==> src/design/scmc_regs.svh <==
// Register offsets, field positions, reset values for sync/mode control
`ifndef SCMC_REGS_SVH
`define SCMC_REGS_SVH
// ----------------------------------------
// Register indices and byte addresses
// ----------------------------------------
`define SCMC_SYNC_IDX      12'h1ff
`define SCMC_MODE_IDX      12'h200
`define SCMC_STAT_IDX      12'h202
`define SCMC_SYNC_ADDR     (`SCMC_SYNC_IDX << 2)
`define SCMC_MODE_ADDR     (`SCMC_MODE_IDX << 2)
`define SCMC_STAT_ADDR     (`SCMC_STAT_IDX << 2)
// ----------------------------------------
// Fields and reset values
// ----------------------------------------
`define SCMC_SYNC_MODE_BIT 0
`define SCMC_Q_IGNORE_BIT  5
`define SCMC_RSVD_BIT      4
`define SCMC_APP_LSB       0
`define SCMC_APP_MSB       3
`define SCMC_PHERR_BIT     8
`define SCMC_SYNC_RST      1'h0
`define SCMC_MODE_RST      8'h00
`define SCMC_APP_FULL_BW   4'h0
`define SCMC_APP_ONE_DDC   4'h1
`define SCMC_RESP_OKAY     2'h0
`define SCMC_RESP_SLVERR   2'h2
`endif

==> src/design/scmc_pkg.sv <==
// Types for sync and chip mode control
package scmc_pkg;
    // ----------------------------------------
    // AXI4-Lite carriers
    // ----------------------------------------
    typedef struct packed {
        logic        awvalid;
        logic [13:0] awaddr;
        logic        wvalid;
        logic [31:0] wdata;
        logic [3:0]  wstrb;
        logic        bready;
        logic        arvalid;
        logic [13:0] araddr;
        logic        rready;
    } scmc_axil_req_t;
    typedef struct packed {
        logic        awready;
        logic        wready;
        logic        bvalid;
        logic [1:0]  bresp;
        logic        arready;
        logic        rvalid;
        logic [31:0] rdata;
        logic [1:0]  rresp;
    } scmc_axil_rsp_t;
    // ----------------------------------------
    // Sync modes
    // ----------------------------------------
    typedef enum logic {
        SCMC_DIV_RESET  = 1'b0,
        SCMC_TIME_STAMP = 1'b1
    } scmc_sync_mode_t;
endpackage

==> src/design/scmc_top.sv <==
// Sync mode and chip mode register bank with SYSREF handling
//
// The AXI4-Lite slave port was decided locally.
`timescale 1ns/1ps
`include "scmc_regs.svh"
module scmc_top
    import scmc_pkg::*;
#(
    parameter int DIV_RATIO = 4,
    parameter int DIVW      = 3,
    parameter int SW        = 16
)(
    input  wire logic            aclk,
    input  wire logic            aresetn,
    input  wire logic            ce,
    input  wire scmc_axil_req_t  s_axil_req,
    output      scmc_axil_rsp_t  s_axil_rsp,
    input  wire logic            sysref_pin,
    input  wire logic            smp_valid,
    input  wire logic [SW-1:0]   smp_i,
    input  wire logic [SW-1:0]   smp_q,
    output      logic            out_valid_q,
    output      logic [SW-1:0]   out_i_q,
    output      logic [SW-1:0]   out_q_q,
    output      logic            out_ctrl_q,
    output      logic [DIVW-1:0] div_phase_q,
    output      logic            div_reset_q,
    output      logic            link_drop_q,
    output      logic            monitor_sync_q,
    output      logic            q_enable,
    output      logic            full_bw_mode,
    output      logic            ddc0_only_mode,
    output      logic [3:0]      app_mode
);
    // ----------------------------------------
    // Register bus state
    // ----------------------------------------
    logic        aw_v_q, aw_v_d, w_v_q, w_v_d;
    logic [13:0] aw_a_q, aw_a_d;
    logic [31:0] w_dat_q, w_dat_d;
    logic [3:0]  w_stb_q, w_stb_d;
    logic        bvalid_q, bvalid_d, rvalid_q, rvalid_d;
    logic [1:0]  bresp_q, bresp_d, rresp_q, rresp_d;
    logic [31:0] rdata_q, rdata_d;
    logic        sync_mode_q, sync_mode_d;
    logic [7:0]  mode_q, mode_d;
    logic        pherr_clr;
    logic        pherr_q, pherr_d;
    logic [7:0]  sysref_cnt_q, sysref_cnt_d;

    always_comb
    begin
        aw_v_d      = aw_v_q;
        aw_a_d      = aw_a_q;
        w_v_d       = w_v_q;
        w_dat_d     = w_dat_q;
        w_stb_d     = w_stb_q;
        bvalid_d    = bvalid_q;
        bresp_d     = bresp_q;
        rvalid_d    = rvalid_q;
        rresp_d     = rresp_q;
        rdata_d     = rdata_q;
        sync_mode_d = sync_mode_q;
        mode_d      = mode_q;
        pherr_clr   = 1'b0;
        if (s_axil_req.awvalid && !aw_v_q && !bvalid_q)
        begin
            aw_v_d = 1'b1;
            aw_a_d = s_axil_req.awaddr;
        end
        if (s_axil_req.wvalid && !w_v_q && !bvalid_q)
        begin
            w_v_d   = 1'b1;
            w_dat_d = s_axil_req.wdata;
            w_stb_d = s_axil_req.wstrb;
        end
        if (aw_v_q && w_v_q && !bvalid_q)
        begin
            aw_v_d   = 1'b0;
            w_v_d    = 1'b0;
            bvalid_d = 1'b1;
            bresp_d  = `SCMC_RESP_OKAY;
            unique case (aw_a_q[13:2])
                `SCMC_SYNC_IDX:
                    if (w_stb_q[0])
                        sync_mode_d = w_dat_q[`SCMC_SYNC_MODE_BIT];
                `SCMC_MODE_IDX:
                    if (w_stb_q[0])
                    begin
                        mode_d = w_dat_q[7:0];
                        mode_d[`SCMC_RSVD_BIT] = 1'b0;
                    end
                `SCMC_STAT_IDX:
                    pherr_clr = w_stb_q[1] && w_dat_q[`SCMC_PHERR_BIT];
                default:
                    bresp_d = `SCMC_RESP_SLVERR;
            endcase
        end
        if (bvalid_q && s_axil_req.bready)
            bvalid_d = 1'b0;
        if (rvalid_q && s_axil_req.rready)
            rvalid_d = 1'b0;
        if (s_axil_req.arvalid && !rvalid_q)
        begin
            rvalid_d = 1'b1;
            rresp_d  = `SCMC_RESP_OKAY;
            rdata_d  = 32'h0000_0000;
            unique case (s_axil_req.araddr[13:2])
                `SCMC_SYNC_IDX:
                    rdata_d[`SCMC_SYNC_MODE_BIT] = sync_mode_q;
                `SCMC_MODE_IDX:
                    rdata_d[7:0] = mode_q;
                `SCMC_STAT_IDX:
                    rdata_d[8:0] = {pherr_q, sysref_cnt_q};
                default:
                    rresp_d = `SCMC_RESP_SLVERR;
            endcase
        end
    end

    always_ff @(posedge aclk)
    begin
        if (!aresetn)
        begin
            aw_v_q      <= 1'b0;
            aw_a_q      <= 14'h0000;
            w_v_q       <= 1'b0;
            w_dat_q     <= 32'h0000_0000;
            w_stb_q     <= 4'h0;
            bvalid_q    <= 1'b0;
            bresp_q     <= 2'h0;
            rvalid_q    <= 1'b0;
            rresp_q     <= 2'h0;
            rdata_q     <= 32'h0000_0000;
            sync_mode_q <= `SCMC_SYNC_RST;
            mode_q      <= `SCMC_MODE_RST;
        end
        else if (ce)
        begin
            aw_v_q      <= aw_v_d;
            aw_a_q      <= aw_a_d;
            w_v_q       <= w_v_d;
            w_dat_q     <= w_dat_d;
            w_stb_q     <= w_stb_d;
            bvalid_q    <= bvalid_d;
            bresp_q     <= bresp_d;
            rvalid_q    <= rvalid_d;
            rresp_q     <= rresp_d;
            rdata_q     <= rdata_d;
            sync_mode_q <= sync_mode_d;
            mode_q      <= mode_d;
        end
    end

    always_comb
    begin
        s_axil_rsp.awready = !aw_v_q && !bvalid_q;
        s_axil_rsp.wready  = !w_v_q && !bvalid_q;
        s_axil_rsp.bvalid  = bvalid_q;
        s_axil_rsp.bresp   = bresp_q;
        s_axil_rsp.arready = !rvalid_q;
        s_axil_rsp.rvalid  = rvalid_q;
        s_axil_rsp.rdata   = rdata_q;
        s_axil_rsp.rresp   = rresp_q;
    end

    // ----------------------------------------
    // Mode decode
    // ----------------------------------------
    assign q_enable       = !mode_q[`SCMC_Q_IGNORE_BIT];
    assign app_mode       = mode_q[`SCMC_APP_MSB:`SCMC_APP_LSB];
    assign full_bw_mode   = (app_mode == `SCMC_APP_FULL_BW);
    assign ddc0_only_mode = (app_mode == `SCMC_APP_ONE_DDC);

    // ----------------------------------------
    // SYSREF capture, dividers, data path
    // ----------------------------------------
    logic [2:0]      sr_sync_q;
    logic            sr_lvl_q, sr_lvl_d, sr_edge;
    logic [DIVW-1:0] div_d;
    logic            div_rst_d, drop_d, mon_d;
    logic            ts_pend_q, ts_pend_d;
    logic            ov_d, oc_d;
    logic [SW-1:0]   oi_d, oq_d;
    scmc_sync_mode_t smode;

    assign smode   = scmc_sync_mode_t'(sync_mode_q);
    assign sr_edge = sr_sync_q[1] && sr_sync_q[2] && !sr_lvl_q;

    always_comb
    begin
        sr_lvl_d     = sr_lvl_q;
        div_d        = div_phase_q;
        div_rst_d    = 1'b0;
        drop_d       = 1'b0;
        mon_d        = 1'b0;
        pherr_d      = pherr_q;
        sysref_cnt_d = sysref_cnt_q;
        ts_pend_d    = ts_pend_q;
        ov_d         = smp_valid;
        oi_d         = out_i_q;
        oq_d         = out_q_q;
        oc_d         = 1'b0;
        if (sr_sync_q[1] == sr_sync_q[2])
            sr_lvl_d = sr_sync_q[1];
        if (div_phase_q == DIVW'(DIV_RATIO - 1))
            div_d = '0;
        else
            div_d = div_phase_q + 1'b1;
        if (pherr_clr)
            pherr_d = 1'b0;
        if (sr_edge)
            sysref_cnt_d = sysref_cnt_q + 1'b1;
        if (sr_edge && smode == SCMC_DIV_RESET)
        begin
            div_d     = '0;
            div_rst_d = 1'b1;
            mon_d     = 1'b1;
            if (div_phase_q != '0)
            begin
                drop_d  = 1'b1;
                pherr_d = 1'b1;
            end
        end
        // Time-stamp mode: dividers run on, link and monitor untouched
        if (smp_valid)
        begin
            oi_d      = smp_i;
            oq_d      = q_enable ? smp_q : '0;
            oc_d      = ts_pend_q || (sr_edge && smode == SCMC_TIME_STAMP);
            ts_pend_d = 1'b0;
        end
        else if (sr_edge && smode == SCMC_TIME_STAMP)
            ts_pend_d = 1'b1;
    end

    always_ff @(posedge aclk)
    begin
        if (!aresetn)
        begin
            sr_sync_q      <= 3'h0;
            sr_lvl_q       <= 1'b0;
            div_phase_q    <= '0;
            div_reset_q    <= 1'b0;
            link_drop_q    <= 1'b0;
            monitor_sync_q <= 1'b0;
            pherr_q        <= 1'b0;
            sysref_cnt_q   <= 8'h00;
            ts_pend_q      <= 1'b0;
            out_valid_q    <= 1'b0;
            out_i_q        <= '0;
            out_q_q        <= '0;
            out_ctrl_q     <= 1'b0;
        end
        else if (ce)
        begin
            sr_sync_q      <= {sr_sync_q[1:0], sysref_pin};
            sr_lvl_q       <= sr_lvl_d;
            div_phase_q    <= div_d;
            div_reset_q    <= div_rst_d;
            link_drop_q    <= drop_d;
            monitor_sync_q <= mon_d;
            pherr_q        <= pherr_d;
            sysref_cnt_q   <= sysref_cnt_d;
            ts_pend_q      <= ts_pend_d;
            out_valid_q    <= ov_d;
            out_i_q        <= oi_d;
            out_q_q        <= oq_d;
            out_ctrl_q     <= oc_d;
        end
    end
endmodule

==> config.mk <==
export PLATFORM = sky130hd
export DESIGN_NAME = scmc_top
export DESIGN_NICKNAME = d
export VERILOG_FILES = /design/src/design/scmc_pkg.sv /design/src/design/scmc_top.sv
export VERILOG_INCLUDE_DIRS = /design/src /design/src/design
export SDC_FILE = /design/constraint.sdc
export NUM_CORES = 1
export LEC_CHECK = 0
export BUFFER_PORTS_ARGS = -buffer_cell sky130_fd_sc_hd__buf_2
export CAP_MARGIN = 15
export CORE_MARGIN = 8
export CORE_UTILIZATION = 47
export DETAILED_ROUTE_END_ITERATION = 8
export PLACE_DENSITY = 0.92
export SYNTH_ARGS = -nofsm -noshare
export SYNTH_HDL_FRONTEND = slang
export SYNTH_SLANG_ARGS = --single-unit
==> constraint.sdc <==
create_clock -name aclk -period 2.1 [get_ports aclk]
set_clock_uncertainty 0.05 [all_clocks]
set_input_delay 0.21 -clock aclk [delete_from_list [all_inputs] [get_ports aclk]]
set_output_delay 0.21 -clock aclk [all_outputs]
set_load 0.02 [all_outputs]
==> impl_results.html <==
<table>
<tr><th>Metric</th><th>Value</th></tr>
<tr><th colspan="2">Timing</th></tr>
<tr><td>Max frequency</td><td>a little under 0.6 GHz</td></tr>
<tr><td>Worst rel slew slack</td><td>56.12%</td></tr>
<tr><td>Total Negative Setup Slacks</td><td>0 ps</td></tr>
<tr><td>Hold Violations, Final</td><td>0</td></tr>
<tr><td>Number of pins exceeding their max-slew limit in the final report</td><td>0</td></tr>
<tr><td>Number of setup violations in the final report</td><td>0</td></tr>
<tr><td>Unrepaired setup endpoints after global routing</td><td>false</td></tr>
<tr><td>Tmin final</td><td>approximately 1700 ps</td></tr>
<tr><td>Period Utilization, post-route</td><td>about four fifths</td></tr>
<tr><td>Transition at the pin with the smallest max-transition slack</td><td>around 660 ps</td></tr>
<tr><th colspan="2">Drt</th></tr>
<tr><td>Number of vias in the routed layout</td><td>about 3.5k</td></tr>
<tr><td>Average routed wire per standard cell</td><td>approximately 15 µm</td></tr>
<tr><td>Drt initial violations</td><td>135</td></tr>
<tr><td>Number of optimization iterations in the first detailed-route pass</td><td>4</td></tr>
<tr><td>Per-cell via count in the routed design</td><td>between 5 and 6</td></tr>
<tr><td>Antenna violation net count after detailed routing</td><td>0</td></tr>
<tr><td>Final wirelength</td><td>10,420 µm</td></tr>
<tr><td>DRC</td><td>0</td></tr>
<tr><th colspan="2">Clock tree</th></tr>
<tr><td>Later-pin clock latency in the skew report</td><td>about 350 ps</td></tr>
<tr><td>CTS H-tree lvls</td><td>3</td></tr>
<tr><td>Hold buffer count at CTS</td><td>2</td></tr>
<tr><td>Number of sinks driven by the clock tree</td><td>a little under 100</td></tr>
<tr><td>TritonCTS clock tree</td><td>built</td></tr>
<tr><td>Gates resized, CTS repair</td><td>0</td></tr>
<tr><td>Root cell of the clock tree</td><td>clkbuf_8</td></tr>
<tr><td>Clock-pin transition on the worst setup and hold timing paths</td><td>~90 ps</td></tr>
<tr><td>Number of CTS-inserted buffers</td><td>9</td></tr>
<tr><td>Number of buffers inserted to repair setup after CTS</td><td>0</td></tr>
<tr><td>Number of buffers on the longest clock path</td><td>2</td></tr>
<tr><th colspan="2">Final layout</th></tr>
<tr><td>Ratio of cells with drive above 1 in the final layout</td><td>between 20% and 30%</td></tr>
<tr><td>Number of nets in the final layout</td><td>approximately 700</td></tr>
<tr><td>Cell area after layout</td><td>0.005065 mm²</td></tr>
<tr><td>Multi-input gate area</td><td>roughly 0.0019 mm²</td></tr>
<tr><td>Utilization after layout</td><td>approximately 60%</td></tr>
<tr><td>Filler cells</td><td>~800</td></tr>
<tr><td>Most common cell after layout, fill and taps aside</td><td>buf_2</td></tr>
<tr><td>Most frequent cells in the layout</td><td>138 x buf_2, 111 x nand2_1, 98 x dfxtp_1, 44 x a21boi_0, 25 x conb_1</td></tr>
<tr><td>Final cell count without fillers</td><td>702</td></tr>
<tr><td>Combined flip-flop and latch cell area</td><td>about 0.0020 mm²</td></tr>
<tr><td>Area growth syn-to-layout</td><td>21.09%</td></tr>
<tr><th colspan="2">GRT</th></tr>
<tr><td>Global route overflow</td><td>0</td></tr>
<tr><td>Tot GR Track Use</td><td>approximately 17%</td></tr>
<tr><td>Number of global-route vias before repair</td><td>between 3k and 4k</td></tr>
<tr><td>Number of antenna violations at the first check in global routing</td><td>2</td></tr>
<tr><td>Largest net degree at the start of global routing</td><td>44</td></tr>
<tr><td>Wire length of the first global-routing pass</td><td>approximately 16,000 µm</td></tr>
<tr><th colspan="2">Placed design</th></tr>
<tr><td>Final GP Congestion</td><td>just over 0.8</td></tr>
<tr><td>Placed cell count</td><td>slightly below 700</td></tr>
<tr><td>IO buf count</td><td>138</td></tr>
<tr><td>Placed Area</td><td>about 0.0048 mm²</td></tr>
<tr><td>Placed wire-length estimate after detailed placement</td><td>between 8000 and 9000 µm</td></tr>
<tr><th colspan="2">Logic synthesis</th></tr>
<tr><td>Sequential area share after synthesis</td><td>about 47%</td></tr>
<tr><td>Combined area of all synthesized cells</td><td>0.004183 mm²</td></tr>
<tr><td>Most instantiated flip-flop cell in the synthesis netlist</td><td>dfxtp_1</td></tr>
<tr><td>Count of synthesis-stage warnings from yosys</td><td>0</td></tr>
<tr><td>Post-Synthesis Cells</td><td>~460</td></tr>
<tr><td>Count of flip-flops with a built-in enable after synthesis</td><td>0</td></tr>
<tr><td>Count of state elements after synthesis</td><td>98</td></tr>
<tr><td>Async set-reset flop share out of synthesis</td><td>0%</td></tr>
<tr><td>Number of library cell types mapped by synthesis</td><td>48</td></tr>
<tr><td>Average footprint of a synthesized cell</td><td>around 9.0 µm²</td></tr>
<tr><th colspan="2">Worst setup path</th></tr>
<tr><td>Endpoint required time on the critical path</td><td>between 2000 and 2500 ps</td></tr>
<tr><td>Endpoint type of the worst setup path</td><td>register</td></tr>
<tr><td>Launch instance of the worst register-to-register path</td><td>aw_a_q[10]$_SDFFE_PN0P_</td></tr>
<tr><td>Critical Path Start</td><td>aw_a_q[10]$_SDFFE_PN0P_</td></tr>
<tr><td>Worst reg-to-reg setup slack</td><td>between 300 and 400 ps</td></tr>
<tr><td>Crit Path Max Fanout</td><td>7</td></tr>
<tr><td>Startpoint kind of the worst setup timing path</td><td>register</td></tr>
<tr><td>Type of the worst setup path</td><td>register to register</td></tr>
<tr><td>Arrival time of the worst setup path</td><td>between 1500 and 2000 ps</td></tr>
<tr><th colspan="2">Die</th></tr>
<tr><td>Starting utilization of the core area</td><td>48.20%</td></tr>
<tr><td>Die ar.</td><td>between 0.01 and 0.015 mm²</td></tr>
<tr><td>I/O pins</td><td>194</td></tr>
<tr><td>FP Rows</td><td>34</td></tr>
<tr><td>Die boundary width</td><td>between 100 and 150 µm</td></tr>
<tr><td>Height of the chip</td><td>~110 µm</td></tr>
<tr><td>CORE AREA</td><td>0.008678 mm²</td></tr>
<tr><th colspan="2">Power and ir drop</th></tr>
<tr><td>Total power</td><td>~3.8 mW</td></tr>
<tr><td>Peak supply drop</td><td>0.4522 mV</td></tr>
<tr><td>Leakage power</td><td>~2.2 nW</td></tr>
<tr><td>Areal power density over the cells</td><td>between 700 and 800 mW/mm²</td></tr>
<tr><th colspan="2">Outcome</th></tr>
<tr><td>Status</td><td>finished clean</td></tr>
<tr><th colspan="2">Worst hold path</th></tr>
<tr><td>Hold Crit Start</td><td>smp_q[5]</td></tr>
<tr><td>Path category of the worst min-delay check</td><td>primary input to register</td></tr>
<tr><th colspan="2">Run</th></tr>
<tr><td>Number of max-cap violations</td><td>0</td></tr>
</table>
## where the power goes
group	internal, mW	switching [mW]
sequential	1.92	0.0401
clock	0.801	0.654
combinational	0.159	0.252
## cell usage after synthesis (all sizes together) (3+ instances only)
master / n / area, µm²
nand3: 4 / 20.02
ha: 4 / 50.05
xnor2: 4 / 35.03
a21boi: 44 / 330.3
and3b: 4 / 35.03
a22o: 16 / 140.1
nand3b: 3 / 22.52
nand2b: 3 / 18.77
nand2: 111 / 416.7
mux2i: 17 / 170.2
nand4: 10 / 68.81
nor3: 5 / 36.29
inv: 8 / 30.03
clkbuf: 15 / 57.55
nor2b: 7 / 43.79
o21ai: 11 / 55.05
buf: 41 / 286.5
dfxtp: 98 / 1962
nor4: 4 / 46.29
and2: 11 / 68.82
nor2: 10 / 37.54
## per-layer routing
layer | up-vias | wire length [µm] | part of all wire (%) | global-route usage, %
met5 | - | 0 | 0 | 0
met4 | 0 | 258 | 2.5 | 6.851
met3 | 20 | 908 | 8.7 | 4.186
met2 | 130 | 4941 | 47 | 29.40
met1 | 1623 | 4311 | 41 | 19.05
li1 | 1767 | - | - | -
## cells by family after synthesis
logic type                 after synthesis  synth area share, %
adders and majority gates                4                1.197
xor gates and xnor gates                 6                1.256
buffers and inverters                   64                8.944
muxes                                   17                4.068
other                                    1              0.08965
DFF                                     98                46.90
and+or+nand+nor                        187                22.41
AOI/OAI and AO/OA                       86                15.14
## final timing paths
| path | to | depth (start not counted) |
|---|---|---|
| worst max register to register | mode_q[6]$_SDFFE_PN0P_ | 4 |
| worst min register to register | rdata_q[1]$_SDFFE_PN0P_ | 2 |
| worst min-delay path | out_q_q[5]$_SDFFE_PN0P_ | 2 |
| worst max-delay path | mode_q[6]$_SDFFE_PN0P_ | 4 |
## stage by stage
stage                     hold slack (ps)  setup WS [ps]
after floorplan                     285.5          634.8
after global placement              372.5          485.1
after detailed placement            374.1          391.7
after CTS                           1.567          382.5
after global routing                1.857          260.8
final                               14.12          395.5
## final cells by class
class	instances	share of cell area, %
Antenna cell	2	0.09881
Clock buffer	9	2.446
Clock inverter	7	2.446
Inverter	8	0.5929
Multi-Input combinational cell	325	38.24
Sequential cell	98	38.74
Tap cell	108	2.668
Timing Repair Buffer	145	14.77
## critical path, stage by stage, from the launching register on
cell     delay, ps
dfxtp_1        350
nor4_2         330
nand4_2        220
nor3_4         460
mux2i_1        230
## flip-flops by register name (all words and copies together), names as in the netlist, 2 cells and up
signal        count
out_i_q          16
sysref_cnt_q      8
mode_q            7
div_phase_q       3
w_dat_q           8
rdata_q           9
w_stb_q           2
out_q_q          16
aw_a_q           12
sr_sync_q         3
Note: power is estimated with default switching activity, not from simulation.
